<file path="config.mk">
export PLATFORM = sky130hd
export DESIGN_NAME = crtp_top
export DESIGN_NICKNAME = d
export VERILOG_FILES = /design/src/pkg/crtp_pkg.sv /design/src/logic/crtp_top.sv
export VERILOG_INCLUDE_DIRS = /design/src /design/src/pkg
export SDC_FILE = /design/constraint.sdc
export NUM_CORES = 1
export LEC_CHECK = 0
export ABC_AREA = 1
export BUFFER_PORTS_ARGS = -buffer_cell sky130_fd_sc_hd__buf_4
export CAP_MARGIN = 20
export CORE_UTILIZATION = 48
export DETAILED_ROUTE_END_ITERATION = 16
export MAX_ROUTING_LAYER = met4
export REMOVE_ABC_BUFFERS = 1
export SYNTH_ARGS = -nofsm -noshare
export SYNTH_HDL_FRONTEND = slang
export SYNTH_SLANG_ARGS = --single-unit
</file>
<file path="constraint.sdc">
create_clock -name clk_i -period 9.5 [get_ports clk_i]
set_input_delay 1.9 -clock clk_i [delete_from_list [all_inputs] [get_ports clk_i]]
set_output_delay 1.9 -clock clk_i [all_outputs]
set_load 0.02 [all_outputs]
</file>
<file path="src/pkg/crtp_cfg.svh">
/*
 Constants of the converter rate timers and pulse-width output.
 Assumes inclusion by bare name from the package and the design.
*/
`ifndef CRTP_CFG_SVH
`define CRTP_CFG_SVH
`define CRTP_CLK_HZ 100000000
`define CRTP_DAC_HZ0 4000
`define CRTP_DAC_HZ1 10000
`define CRTP_DAC_HZ2 16000
`define CRTP_DAC_HZ3 64000
`define CRTP_ADC_HZ0 8000
`define CRTP_ADC_HZ1 16000
`define CRTP_ADC_HZ2 32000
`define CRTP_ADC_HZ3 64000
`define CRTP_ADC_HZ4 128000
`define CRTP_PWM_BITS 10
`define CRTP_ADC_BITS 8
`define CRTP_CNT_BITS 16
`define CRTP_FIFO_DEPTH 8
`define CRTP_CNT_RST 16'h0000
`define CRTP_CNT_ONE 16'h0001
`define CRTP_HI_RST 16'h0000
`define CRTP_ADC_RST 8'h00
`define CRTP_TMR_ADC 0
`define CRTP_TMR_DAC 1
`endif

</file>
<file path="src/pkg/crtp_pkg.sv">
/*
 Types of the converter rate timers and pulse-width output.
 Assumes crtp_cfg.svh is on the include path.
*/
`default_nettype none
`include "crtp_cfg.svh"
package crtp_pkg;
    typedef logic [`CRTP_CNT_BITS-1:0] crtp_cnt_t;
    typedef struct packed {
        logic [2:0] adc_sel;
        logic [1:0] dac_sel;
    } crtp_rate_s;
    typedef enum logic {
        PWM_IDLE = 1'b0,
        PWM_RUN = 1'b1
    } crtp_pwm_e;
endpackage
`default_nettype wire

</file>
<file path="src/logic/crtp_top.sv">
/*
 Sample-rate timers for the input and output converters, a sample
 FIFO and the 10-bit pulse-width output.
 Assumes one clock clk_i; the DSP side shares it, the converter
 result arrives from outside and is synchronised here.
*/
// Summary of operation
// [RL1] Output is PWM of a 10-bit sample
// [RL2] 1024 duty levels, 16 kHz default rate; no default here, rate_i.dac_sel picks it and code 0 gives 4 kHz
// [RL3] Output rate selectable: 4, 10, 16, 64 kHz
// [RL4] Input converter yields 8-bit results
// [RL5] Input rate selectable 8 to 128 kHz
// [RL6] Two free-running timers divide the clock
// [RL7] Both rates programmed independently
// [RL8] Timers trigger; converters mutually asynchronous
// [RL9] Terminal count reloads and pulses one cycle
// [RL10] Reset clears counts; output low until sample
`timescale 1ns/10ps
`default_nettype none
`include "crtp_cfg.svh"

// ------------------------------------------------------------
// Sample FIFO
// ------------------------------------------------------------
module crtp_fifo #(
    parameter int unsigned W = `CRTP_PWM_BITS,
    parameter int unsigned DEPTH = `CRTP_FIFO_DEPTH
) (
    input wire logic clk_i, // Clock
    input wire logic rst_i, // Async reset
    input wire logic ce_i, // Clock enable
    input wire logic in_valid_i, // Write request
    output logic in_ready_o, // Space left
    input wire logic [W-1:0] in_data_i, // Write data
    output logic out_valid_o, // Data held
    input wire logic out_ready_i, // Read accept
    output logic [W-1:0] out_data_o // Read data
);
    localparam int unsigned AW = $clog2(DEPTH);
    logic [W-1:0] mem [DEPTH];
    logic [AW-1:0] wr_ff, rd_ff, nxt_wr, nxt_rd;
    logic [AW:0] cnt_ff, nxt_cnt;
    logic rdy_ff, nxt_rdy, push, pop;

    always_comb begin
        push = in_valid_i && rdy_ff;
        pop = out_ready_i && (cnt_ff != '0);
        nxt_wr = push ? AW'((wr_ff + 1'b1) % DEPTH) : wr_ff;
        nxt_rd = pop ? AW'((rd_ff + 1'b1) % DEPTH) : rd_ff;
        nxt_cnt = cnt_ff + (AW+1)'(push) - (AW+1)'(pop);
        // Registered ready, so a full FIFO stalls the writer cleanly
        nxt_rdy = nxt_cnt != (AW+1)'(DEPTH);
    end

    always_ff @(posedge clk_i or posedge rst_i) begin
        if (rst_i) begin
            wr_ff <= '0;
            rd_ff <= '0;
            cnt_ff <= '0;
            rdy_ff <= 1'b1;
        end else if (ce_i) begin
            wr_ff <= nxt_wr;
            rd_ff <= nxt_rd;
            cnt_ff <= nxt_cnt;
            rdy_ff <= nxt_rdy;
        end
    end

    always_ff @(posedge clk_i) begin
        if (ce_i && push) begin
            mem[wr_ff] <= in_data_i;
        end
    end

    assign in_ready_o = rdy_ff;
    assign out_valid_o = cnt_ff != '0;
    assign out_data_o = mem[rd_ff];
endmodule

// ------------------------------------------------------------
// Top
// ------------------------------------------------------------
module crtp_top
    import crtp_pkg::*;
#(
    parameter crtp_cnt_t DAC_DIV0 = crtp_cnt_t'(`CRTP_CLK_HZ / `CRTP_DAC_HZ0),
    parameter crtp_cnt_t DAC_DIV1 = crtp_cnt_t'(`CRTP_CLK_HZ / `CRTP_DAC_HZ1),
    parameter crtp_cnt_t DAC_DIV2 = crtp_cnt_t'(`CRTP_CLK_HZ / `CRTP_DAC_HZ2),
    parameter crtp_cnt_t DAC_DIV3 = crtp_cnt_t'(`CRTP_CLK_HZ / `CRTP_DAC_HZ3),
    parameter crtp_cnt_t ADC_DIV0 = crtp_cnt_t'(`CRTP_CLK_HZ / `CRTP_ADC_HZ0),
    parameter crtp_cnt_t ADC_DIV1 = crtp_cnt_t'(`CRTP_CLK_HZ / `CRTP_ADC_HZ1),
    parameter crtp_cnt_t ADC_DIV2 = crtp_cnt_t'(`CRTP_CLK_HZ / `CRTP_ADC_HZ2),
    parameter crtp_cnt_t ADC_DIV3 = crtp_cnt_t'(`CRTP_CLK_HZ / `CRTP_ADC_HZ3),
    parameter crtp_cnt_t ADC_DIV4 = crtp_cnt_t'(`CRTP_CLK_HZ / `CRTP_ADC_HZ4)
) (
    input wire logic clk_i, // Crystal clock
    input wire logic rst_i, // Async reset
    input wire logic ce_i, // Clock enable
    input wire crtp_rate_s rate_i, // Rate selects
    input wire logic smp_valid_i, // Sample offered
    output logic smp_ready_o, // FIFO space
    input wire logic [`CRTP_PWM_BITS-1:0] smp_data_i, // Sample
    input wire logic [`CRTP_ADC_BITS-1:0] adc_pin_i, // Converter code
    output logic adc_start_o, // Start conversion
    output logic adc_valid_o, // Result strobe
    output logic [`CRTP_ADC_BITS-1:0] adc_data_o, // Result
    output logic dac_trig_o, // Output sample tick
    output logic pwm_o // PWM pin
);
    // --------------------------------------------------------
    // Rate decode
    // --------------------------------------------------------
    // Codes 5..7 fall back to the fastest input rate
    function automatic crtp_cnt_t adc_div(input logic [2:0] sel);
        unique case (sel)
            3'h0: adc_div = ADC_DIV0;
            3'h1: adc_div = ADC_DIV1;
            3'h2: adc_div = ADC_DIV2;
            3'h3: adc_div = ADC_DIV3;
            default: adc_div = ADC_DIV4;
        endcase
    endfunction

    function automatic crtp_cnt_t dac_div(input logic [1:0] sel);
        unique case (sel)
            2'h0: dac_div = DAC_DIV0;
            2'h1: dac_div = DAC_DIV1;
            2'h2: dac_div = DAC_DIV2;
            2'h3: dac_div = DAC_DIV3;
        endcase
    endfunction

    crtp_cnt_t tdiv [2];
    crtp_cnt_t cnt_ff [2];
    crtp_cnt_t nxt_cnt [2];
    logic wrap [2];
    logic trig_ff [2];

    always_comb begin
        tdiv[`CRTP_TMR_ADC] = adc_div(rate_i.adc_sel); // RL5 RL7
        tdiv[`CRTP_TMR_DAC] = dac_div(rate_i.dac_sel); // RL3 RL7
    end

    // --------------------------------------------------------
    // Free-running rate timers
    // --------------------------------------------------------
    // Compare with >= so a shorter new period never overruns
    for (genvar i = 0; i < 2; i++) begin : g_tmr
        always_comb begin
            wrap[i] = cnt_ff[i] >= (tdiv[i] - `CRTP_CNT_ONE); // RL9
            nxt_cnt[i] = wrap[i] ? `CRTP_CNT_RST : cnt_ff[i] + `CRTP_CNT_ONE; // RL6
        end
        always_ff @(posedge clk_i or posedge rst_i) begin
            if (rst_i) begin
                cnt_ff[i] <= `CRTP_CNT_RST; // RL10
                trig_ff[i] <= 1'b0;
            end else if (ce_i) begin
                cnt_ff[i] <= nxt_cnt[i];
                trig_ff[i] <= wrap[i]; // RL8
            end
        end
    end

    // --------------------------------------------------------
    // Input converter capture
    // --------------------------------------------------------
    // Result sampled at a tick belongs to the previous conversion
    logic [`CRTP_ADC_BITS-1:0] sy1_ff, sy2_ff, adc_ff, nxt_adc;

    always_comb begin
        nxt_adc = wrap[`CRTP_TMR_ADC] ? sy2_ff : adc_ff; // RL4
    end

    always_ff @(posedge clk_i or posedge rst_i) begin
        if (rst_i) begin
            sy1_ff <= `CRTP_ADC_RST;
            sy2_ff <= `CRTP_ADC_RST;
            adc_ff <= `CRTP_ADC_RST;
        end else if (ce_i) begin
            sy1_ff <= adc_pin_i;
            sy2_ff <= sy1_ff;
            adc_ff <= nxt_adc;
        end
    end

    // --------------------------------------------------------
    // Pulse-width output
    // --------------------------------------------------------
    // Without a new sample at a tick the last duty repeats
    crtp_pwm_e st_ff, nxt_st;
    crtp_cnt_t hi_ff, nxt_hi;
    logic pwm_ff, nxt_pwm, fifo_vld, pop;
    logic [`CRTP_PWM_BITS-1:0] fifo_dat;
    logic [`CRTP_PWM_BITS+`CRTP_CNT_BITS-1:0] prod;

    crtp_fifo #(
        .W(`CRTP_PWM_BITS),
        .DEPTH(`CRTP_FIFO_DEPTH)
    ) u_fifo (
        .clk_i(clk_i),
        .rst_i(rst_i),
        .ce_i(ce_i),
        .in_valid_i(smp_valid_i),
        .in_ready_o(smp_ready_o),
        .in_data_i(smp_data_i),
        .out_valid_o(fifo_vld),
        .out_ready_i(pop),
        .out_data_o(fifo_dat)
    );

    always_comb begin
        pop = wrap[`CRTP_TMR_DAC];
        // High time = sample / 1024 of the period
        prod = fifo_dat * tdiv[`CRTP_TMR_DAC]; // RL2
        nxt_st = st_ff;
        nxt_hi = hi_ff;
        unique case (st_ff)
            PWM_IDLE: begin
                if (pop && fifo_vld) begin
                    nxt_st = PWM_RUN; // RL10
                    nxt_hi = prod[`CRTP_PWM_BITS +: `CRTP_CNT_BITS]; // RL1
                end
            end
            PWM_RUN: begin
                if (pop && fifo_vld) begin
                    nxt_hi = prod[`CRTP_PWM_BITS +: `CRTP_CNT_BITS]; // RL1
                end
            end
        endcase
        nxt_pwm = (nxt_st == PWM_RUN) && (nxt_cnt[`CRTP_TMR_DAC] < nxt_hi); // RL1
    end

    always_ff @(posedge clk_i or posedge rst_i) begin
        if (rst_i) begin
            st_ff <= PWM_IDLE;
            hi_ff <= `CRTP_HI_RST;
            pwm_ff <= 1'b0; // RL10
        end else if (ce_i) begin
            st_ff <= nxt_st;
            hi_ff <= nxt_hi;
            pwm_ff <= nxt_pwm;
        end
    end

    assign adc_start_o = trig_ff[`CRTP_TMR_ADC];
    assign adc_valid_o = trig_ff[`CRTP_TMR_ADC];
    assign adc_data_o = adc_ff;
    assign dac_trig_o = trig_ff[`CRTP_TMR_DAC];
    assign pwm_o = pwm_ff;
endmodule
`default_nettype wire

</file>
# Word level (Yosys, flattened, before mapping)
# Memories as Yosys holds them, arrays and structs flattened.
# Cells that the tools add are included.
# Widths: inputs -> output; s select.
totals:
  ramBits: 80
  latch_bits: 0
  mem_bits_ro: 0
  memories: 1
  reg_bits: 87
op_classes:
  n_mul: 1
  add_sub_neg: 8
  bitwise_logic: 0
  n_eq_ne: 7
  div_mod_pow: 0
  shifts: 0
  order_cmp: 3
  n_reduce_logical: 10
  mux: 9
memory_table:
  columns: ["memory", "depth", "word_bits", "read_ports", "rd_clocked_by_memory_dff", "wr", "line", "source"]
  rows:
  - ["u_fifo.mem", 8, 10, 1, 0, 1, "crtp_top.sv:40", "logic [W-1:0] mem [DEPTH];"]
op_table:
  columns: ["op", "n"]
  rows:
  - ["$pmux 16 s4", 1]
  - ["$pmux 14 s4", 1]
  - ["$mux 16", 3]
  - ["$add 16x1->16 const B", 2]
  - ["$ge 16x16->1", 2]
  - ["$sub 16x1->16 const B", 2]
  - ["$mul 10x16->26", 1]
  - ["$lt 16x16->1", 1]
  - ["$add 3x1->3 const B", 2]
  - ["$eq 3x2->1 const B", 2]
  - ["$reduce_and 2->1", 3]
  - ["$add 4x1->4", 1]
  - ["$eq 2x2->1 const B", 2]
  - ["$logic_and 1x1->1", 4]
  - ["$mux 1", 4]
  - ["$ne 4x4->1 const B", 1]
  - ["$reduce_bool 4->1", 1]
  - ["$sub 4x1->4", 1]
  - ["$eq 3x1->1 const B", 1]
  - ["$logic_not 3->1", 1]
  - ["$eq 2x1->1 const B", 1]
  - ["$logic_not 2->1", 1]

# Longest topological paths before layout
# Gate-level depths: netlist (run 1).
logic_depth:
  depth_word: 8
  ltp_mapped: 40

# Cells and area by module
# A second synthesis (run 1) with hierarchy kept.
hier_totals:
  cells_unflattened: 1417
  hier_area_um2: 12494.5
modules_own_cells:
  columns: ["mod", "instances", "cells_per_inst", "area_per_inst_um2"]
  rows:
  - ["crtp_top", 1, 1104, 8680.8]
  - ["crtp_fifo", 1, 313, 3813.7]

# Worst setup path before layout (run 1)
# Ideal clock, no wire load.
synth_path:
  path_type: "in2reg"
  startpoint: "input port rate_i[1] (netlist name)"
  endpoint: "register pwm_ff, in the netlist pwm_o"
  stages: 32
  n_path_buf: 2
  arrival_ns: 7.647
  path_slack_ns: 1.788
  path_cell_list: "clkbuf_1 nand2_1 clkbuf_1 nor2_1 inv_1 fa_1 inv_1 fa_1 inv_1 fa_1 inv_1 fa_1 fa_1 ha_1 a21oi_1 o21a_1 nand2_2 nand2_2 nand2_4 a21oi_2 inv_1 nand2_1 nand3_1 nand3_1 o21ai_0 ha_1 a21oi_1 nand3b_1 a21oi_1 a2111oi_0 nand2_1 nand2_1"
synth_between:
  elab_chain_len: 8
synth_lines:
  columns: ["item", "line", "source"]
  rows:
  - ["start, declared", "crtp_top.sv:99", "input wire crtp_rate_s rate_i,"]
  - ["$eq 2x2->1 (tied with other cells)", "crtp_top.sv:125", "unique case (sel)"]
  - ["$pmux 16 s4 *", "crtp_top.sv:125", null]
  - ["branches (longest 5 deep; another with $mul 10x16->26)", null, null]
  - ["$logic_and 1x1->1 *", "crtp_top.sv:230", "nxt_pwm = (nxt_st == PWM_RUN) && (nxt_cnt[`CRTP_TMR_DAC] < nxt_hi);"]
  - ["end signal, assigned", "crtp_top.sv:241", "pwm_ff <= nxt_pwm;"]
  - ["end, declared", "crtp_top.sv:192", "logic pwm_ff, nxt_pwm, fifo_vld, pop;"]
# Every way passes the cells marked *. The select of a mux whose other input is x is not followed.
# A chain may end at the register's enable or synchronous reset.

# Final worst setup path (run 1)
# Ends and elaborated chain as after synthesis.

==> metrics, run 1 <==
status finished, violations left; failing checks DRC; critical path's top delay family adder cells; Hold Path Class register to register; number of enable flip-flop cells after synthesis 80; Num CTS Buffers 17; largest net degree at the start of global routing 74; Synthesis Warnings 0; setup repair after global routing missed its margin false; #FFs+latches synth 167; cell count after synthesis 1,383; Vias/cell 5.13; Starting Density 48.8%; final hold vios 0; DIE WIDTH 162 microns; register area share after synthesis 37.4%; CP bufs+invs 6; Site Rows 58; crit path max fanout 18; hold buffer count at cts 0; Max transition margin 28.1%; CTS H-Tree Depth 4; Area Overhead vs Synth 10.1%; post_cts resized 0; gr ovfl total 0; syn_area_per_cell 8.85 sq um; GPL Wtd Cong 0.915; CP Capture Type register; Final HPWL DP 19.9 mm; CP max stage cell fa_1; # diodes 0; initial DRC count 670; Primary FF master, synth dfrtp_1; Critical Path RT 9.86 ns; delay of the slowest critical-path stage 0.57 ns; Startpoint Class input pin; critical path class input pin to register; Reg clk slew, reported paths 0.06 ns; Post-CTS Setup Inserts 0; final-report max-slew violation count 0; most frequent cells in the layout nand2_1, inv_1, nor2_1; library cells used by synthesis 45; GR Util All Layers 22.6%; reg2reg setup slack 1.82 ns; setup TNS 0 ns; vias in the first global route 9,041; Arr. time, crit path 8.30 ns; I/O Buffers 39; initial antenna violation count 0; final setup fails 0; die area 26,200 sq um; Num Clock Sinks 167; minimum clock period 7.93 ns; FFs w/ async S/R, synth 52.1%; skew final 0.0175 ns; first-pass GRT wire length 45.0 mm; Remaining DRCs 1; Core ar. 25,100 sq um; Syn Std Cell Area 12,200 sq um; final wirelength 26.7 mm; DIE HEIGHT 162 microns; Filler Cells Inserted 2,379; post-route clock period utilization 83.5%; I/O pin count 40; Clock Root Buffer clkbuf_16; NumNets Final 1,643; fmax 126 MHz; CTS tree built; DRT Pass-1 Iters 11; via count 9,009; commonest non-fill, non-tap cell in the layout nand2_1; routed length per instance 15.2 microns; Min Hold Slack 0.464 ns; layout cell share with drive strength beyond 1 7.71%; Max Cap Viol 0; Post-DRT Antenna Nets 0; Clock Tree Buf Depth 2; Clk Latency, worst-skew pair 0.43 ns; Slew @ Worst Pin 1.07 ns
## worst paths after layout
kind	to	startpoint	cells past startpoint
max	pwm_o	rate_i[1]	31
max in group asynchronous	u_fifo.wr_ff[2]	rst_i	3
min in group asynchronous	sy2_ff[7]	rst_i	2
min	st_ff	st_ff	2
max reg2reg	pwm_o	u_fifo.rd_ff[0]	31
min reg2reg	st_ff	st_ff	2
## final cells by class
| cell class | count | area [sq um] | area share [%] |
|---|---|---|---|
| Clock inverter | 13 | 158 | 1.17 |
| Timing Repair Buffer | 54 | 413 | 3.06 |
| Clock buffer | 19 | 433 | 3.21 |
| Sequential cell | 167 | 4580 | 34.0 |
| Multi-Input combinational cell | 948 | 6640 | 49.2 |
| Inverter | 226 | 850 | 6.30 |
| Tap cell | 330 | 413 | 3.06 |
## tightest hold or removal path, delay by kind of cell, from the launching register on
kind / cells / cell delay [ns]
buffers and inverters: 1 / 0.05
flip-flops: 1 / 0.32
AND/OR/NAND/NOR: 1 / 0.06
## state kept, by name (all words and copies together), names as in the netlist
| signal | flops |
|---|---|
| adc_data_o | 8 |
| adc_start_o | 1 |
| cnt_ff | 32 |
| dac_trig_o | 1 |
| hi_ff | 16 |
| pwm_o | 1 |
| st_ff | 1 |
| sy1_ff | 8 |
| sy2_ff | 8 |
| u_fifo.cnt_ff | 4 |
| u_fifo.in_ready_o | 1 |
| u_fifo.mem | 80 |
| u_fifo.rd_ff | 3 |
| u_fifo.wr_ff | 3 |
## cell usage after synthesis, types with 7 or more instances
library cell  number  share of area, %
inv_1            223               6.8
nor2_1           171               5.2
a21oi_1           45               1.8
ha_1             119                12
nand2_2            9              0.46
nor3_1            15              0.61
xor2_1            16               1.1
nand4_1            9              0.46
nor3b_1            7              0.43
o221ai_1          17               1.2
nand2_1          262               8.0
dfrtp_1           86                18
fa_1              83                14
clkbuf_1          31              0.95
edfxtp_1          80                20
o21ai_0          100               4.1
nand3_1           44               1.8
## stage by stage
| stage | cell area, sq um | utilization [%] | std cells | setup WS (ns) |
|---|---|---|---|---|
| CTS | 13400 | 53.5 | 1751 | 1.59 |
| finish | 13500 | 53.7 | 1757 | 1.57 |
| global route | 13500 | 53.7 | 1757 | 1.05 |
| floorplan | 12100 | - | 1341 | 1.69 |
| global placement | 12800 | 51.2 | 1719 | 1.24 |
| detailed placement | 12800 | 51.2 | 1719 | 1.14 |
## kinds of logic after synthesis
group,share of synthesized area [%]
buffers and inverters,8.39
AO/OA/AOI/OAI,8.90
XOR/XNOR,1.50
AND/OR/NAND/NOR,18.0
adder cells (fa/ha/maj),25.7
flip-flops,37.4
other,0.0306
## per-layer routing
layer	wire, microns	global-route usage, %
met3	925	3.40
met1	12500	29.7
met2	13000	37.0
met4	289	5.66
met5	0	-
Power of run 1 is left out: the tool's default activity adds up to more than one toggle a clock period on the data nets, which glitch-free logic cannot reach.
==> run 2, diff against run 1 <==
clock period = 8.1 ns   (was 9.5 ns; I/O delays follow)
==> metrics, run 2 (synthesis results as in run 1) <==
status finished, violations left; failing checks DRC; Starting Density 48.8%; delay of the slowest critical-path stage 0.55 ns; I/O Buffers 39; Remaining DRCs 1; top flop regs u_fifo.mem (80), cnt_ff (32), hi_ff (16); final setup fails 0; reg2reg setup slack 0.71 ns; layout cell share with drive strength beyond 1 8.62%; crit path max fanout 40; Num CTS Buffers 17; Post-DRT Antenna Nets 0; Post-CTS Setup Inserts 0; final-report max-slew violation count 0; Core ar. 25,100 sq um; GPL Wtd Cong 0.913; first-pass GRT wire length 44.8 mm; Clock Root Buffer clkbuf_16; Arr. time, crit path 7.76 ns; Hold Path Sink st_ff; Hold Crit Start st_ff; initial antenna violation count 0; gr ovfl total 0; DIE HEIGHT 162 microns; fmax 135 MHz; most frequent cells in the layout nand2_1, inv_1, nor2_1; Startpoint Class register; post_cts resized 0; Vias/cell 5.13; CP max stage cell fa_1; final hold vios 0; CTS H-Tree Depth 4; DIE WIDTH 162 microns; minimum clock period 7.39 ns; Hold Path Class register to register; final wirelength 26.7 mm; Area Overhead vs Synth 11.2%; # diodes 0; Max transition margin 28.4%; Clk Latency, worst-skew pair 0.44 ns; CTS tree built; Site Rows 58; CP Capture Type register; die area 26,200 sq um; post-route clock period utilization 91.2%; Worst R2R End pwm_o; commonest non-fill, non-tap cell in the layout nand2_1; skew final 0.0169 ns; Final HPWL DP 20.1 mm; R2R depth 33; I/O pin count 40; setup TNS 0 ns; setup repair after global routing missed its margin false; Num Clock Sinks 167; Slew @ Worst Pin 1.07 ns; NumNets Final 1,654; worst r2r src u_fifo.rd_ff[0]; critical path class register to register; Top reg by flops u_fifo.mem; Clock Tree Buf Depth 2; via count 9,064; max reg flops 80; GR Util All Layers 22.7%; initial DRC count 578; DRT Pass-1 Iters 10; Max Cap Viol 0; routed length per instance 15.1 microns; vias in the first global route 9,052; Reg clk slew, reported paths 0.07 ns; Worst Hold Depth 2; hold buffer count at cts 0; largest net degree at the start of global routing 74; Critical Path RT 8.47 ns
-- run 2: cell count changes in the layout (fill, tap and decap cells not counted) --
cell,before,now
clkinv_1,2,1
bufinv_16,2,3
buf_4,52,62
clkbuf_1,2,0
clkinv_8,0,1
clkinv_4,1,2
buf_6,2,3
-- run 2: how the worst max path moves through the flow --
stage | from | endpoint | slack (ns) | depth (start not counted)
final | u_fifo.rd_ff[0] | pwm_o | 0.71 | 33
after global routing | u_fifo.rd_ff[0] | pwm_o | 0.01 | 33
after CTS | u_fifo.rd_ff[0] | pwm_o | 0.74 | 33
after detailed placement | rate_i[1] | pwm_o | 0.32 | 32
after global placement | rate_i[0] | pwm_o | 0.39 | 29
after floorplan | rate_i[0] | pwm_o | 0.57 | 31
-- run 2: stage by stage --
stage	instance area, sq um	worst slack, ns	utilization, %	hold WS (ns)	std cells
after floorplan	12100	0.569	-	0.420	1341
final	13600	0.711	54.2	0.471	1768
after global placement	12900	0.387	51.5	0.446	1732
after global routing	13600	0.0129	54.2	0.501	1768
after CTS	13600	0.736	54.1	0.474	1765
after detailed placement	12900	0.316	51.6	0.457	1733
-- run 2: area by class of cell --
cell class                 instances  area [sq um]
clock buffer                      17           425
clock inverter                    15           209
fill                            2365         11500
inverter                         226           850
multi-input combinational        948          6640
sequential                       167          4580
tap                              330           413
timing repair buffer              65           499
-- run 2: worst max-delay path, delay by kind of cell (launching register included) --
family / cells / cell delay, ns
AO/OA/AOI/OAI: 9 / 1.63
adder cells (fa/ha/maj): 7 / 3.11
buffers and inverters: 6 / 0.85
flip-flops: 1 / 0.39
AND/OR/NAND/NOR: 11 / 1.35
-- run 2: routing by layer --
metal	vias up	track usage, %	share of wire [%]
met2	167	36.4	47
met4	0	7.16	1.8
li1	4548	-	-
met3	27	3.04	3.7
met1	4322	29.8	47
met5	-	-	0
Power of run 2 is left out for the same reason.
==> run 3, diff against run 2 <==
CORE_UTILIZATION = 35   (was 48)
==> metrics, run 3 (synthesis results as in run 1) <==
Slew @ Worst Pin 1.03 ns; most frequent cells in the layout nand2_1, inv_1, nor2_1; Max transition margin 30.9%; Clk Latency, worst-skew pair 0.44 ns; I/O Buffers 39; most used cell, CP nand2_1; Max Cap Viol 0; Remaining DRCs 0; GPL Wtd Cong 0.877; post-route clock period utilization 90.5%; final-report max-slew violation count 0; critical path class register to register; Critical Path RT 8.48 ns; GR Util All Layers 16.5%; pre-CTS setup slack 0.319 ns; Post-CTS Setup Inserts 0; critical path's top delay family adder cells; commonest non-fill, non-tap cell in the layout nand2_1; Num CTS Buffers 17; Core ar. 34,500 sq um; fmax 136 MHz; layout cell share with drive strength beyond 1 8.55%; Starting Density 35.5%; skew final 0.0120 ns; status complete, no violations; CP max stage cell dfrtp_1; Final HPWL DP 20.4 mm; final hold vios 0; first-pass GRT wire length 45.0 mm; max reg flops 80; Clock Tree Buf Depth 2; Top reg by flops u_fifo.mem; NumNets Final 1,654; CTS H-Tree Depth 4; die area 35,700 sq um; initial DRC count 472; via count 9,032; setup TNS 0 ns; gr ovfl total 0; initial antenna violation count 0; CP bufs+invs 6; routed length per instance 14.1 microns; delay of the slowest critical-path stage 0.60 ns; CTS tree built; # diodes 0; Area Overhead vs Synth 12.7%; DIE WIDTH 189 microns; Vias/cell 4.77; worst setup margin 0.770 ns; DRT Pass-1 Iters 5; Post-DRT Antenna Nets 0; Reg clk slew, reported paths 0.07 ns; post_cts resized 0; hold buffer count at cts 0; Clock Root Buffer clkbuf_16; top flop regs u_fifo.mem (80), cnt_ff (32), hi_ff (16); final setup fails 0; vias in the first global route 9,026; CP Capture Type register; final wirelength 26.7 mm; setup repair after global routing missed its margin false; Arr. time, crit path 7.71 ns; Hold Path Class register to register; largest net degree at the start of global routing 74; Site Rows 68; Num Clock Sinks 167; I/O pin count 40; crit path max fanout 31; DIE HEIGHT 189 microns; Startpoint Class register; minimum clock period 7.33 ns
==> run 3: metrics by stage <==
stage          instance area (sq um)  util (%)  std cells  hold slack, ns
5_1_grt                        13800      40.0       1893           0.474
3_5_place_dp                   13100      38.1       1859           0.444
6_report                       13800      40.0       1893           0.457
4_1_cts                        13800      40.0       1891           0.460
2_1_floorplan                  12100         -       1341           0.420
3_3_place_gp                   13100      38.0       1857           0.449
==> run 3: final cells by class <==
| type | instances | area [sq um] |
|---|---|---|
| fillers | 3393 | 20700 |
| multi-input cells | 948 | 6640 |
| flip-flops and latches | 167 | 4580 |
| inverters | 226 | 850 |
| well taps | 455 | 569 |
| repair buffers | 65 | 512 |
| clock buffers | 17 | 425 |
| clock inverters | 15 | 219 |
==> run 3: layer usage <==
metal / routed length [microns] / vias up / GRT usage, %
li1: - / 4551 / -
met1: 12700 / 4320 / 21.7
met2: 12700 / 138 / 26.1
met3: 853 / 23 / 2.50
met4: 448 / 0 / 4.84
met5: 0 / - / -
==> run 3: path summary, 6_finish.rpt <==
kind	start	to	slack, ns	cells past startpoint
max in group asynchronous	rst_i	u_fifo.rd_ff[0]	5.76	3
worst min register to register	st_ff	st_ff	0.46	2
min in group asynchronous	rst_i	adc_start_o	1.15	2
worst max-delay path	u_fifo.rd_ff[0]	pwm_o	0.77	32
worst min-delay path	st_ff	st_ff	0.46	2
worst max register to register	u_fifo.rd_ff[0]	pwm_o	0.77	32
==> run 3: worst reg2reg max path: cells and delay by family (launching register included) <==
family          cells  cell delay, ns
fa+ha+maj           7            3.24
simple gates       11            1.40
flops               1            0.60
buf+inv             6            0.71
compound gates      8            1.30
Power of run 3 is left out for the same reason.
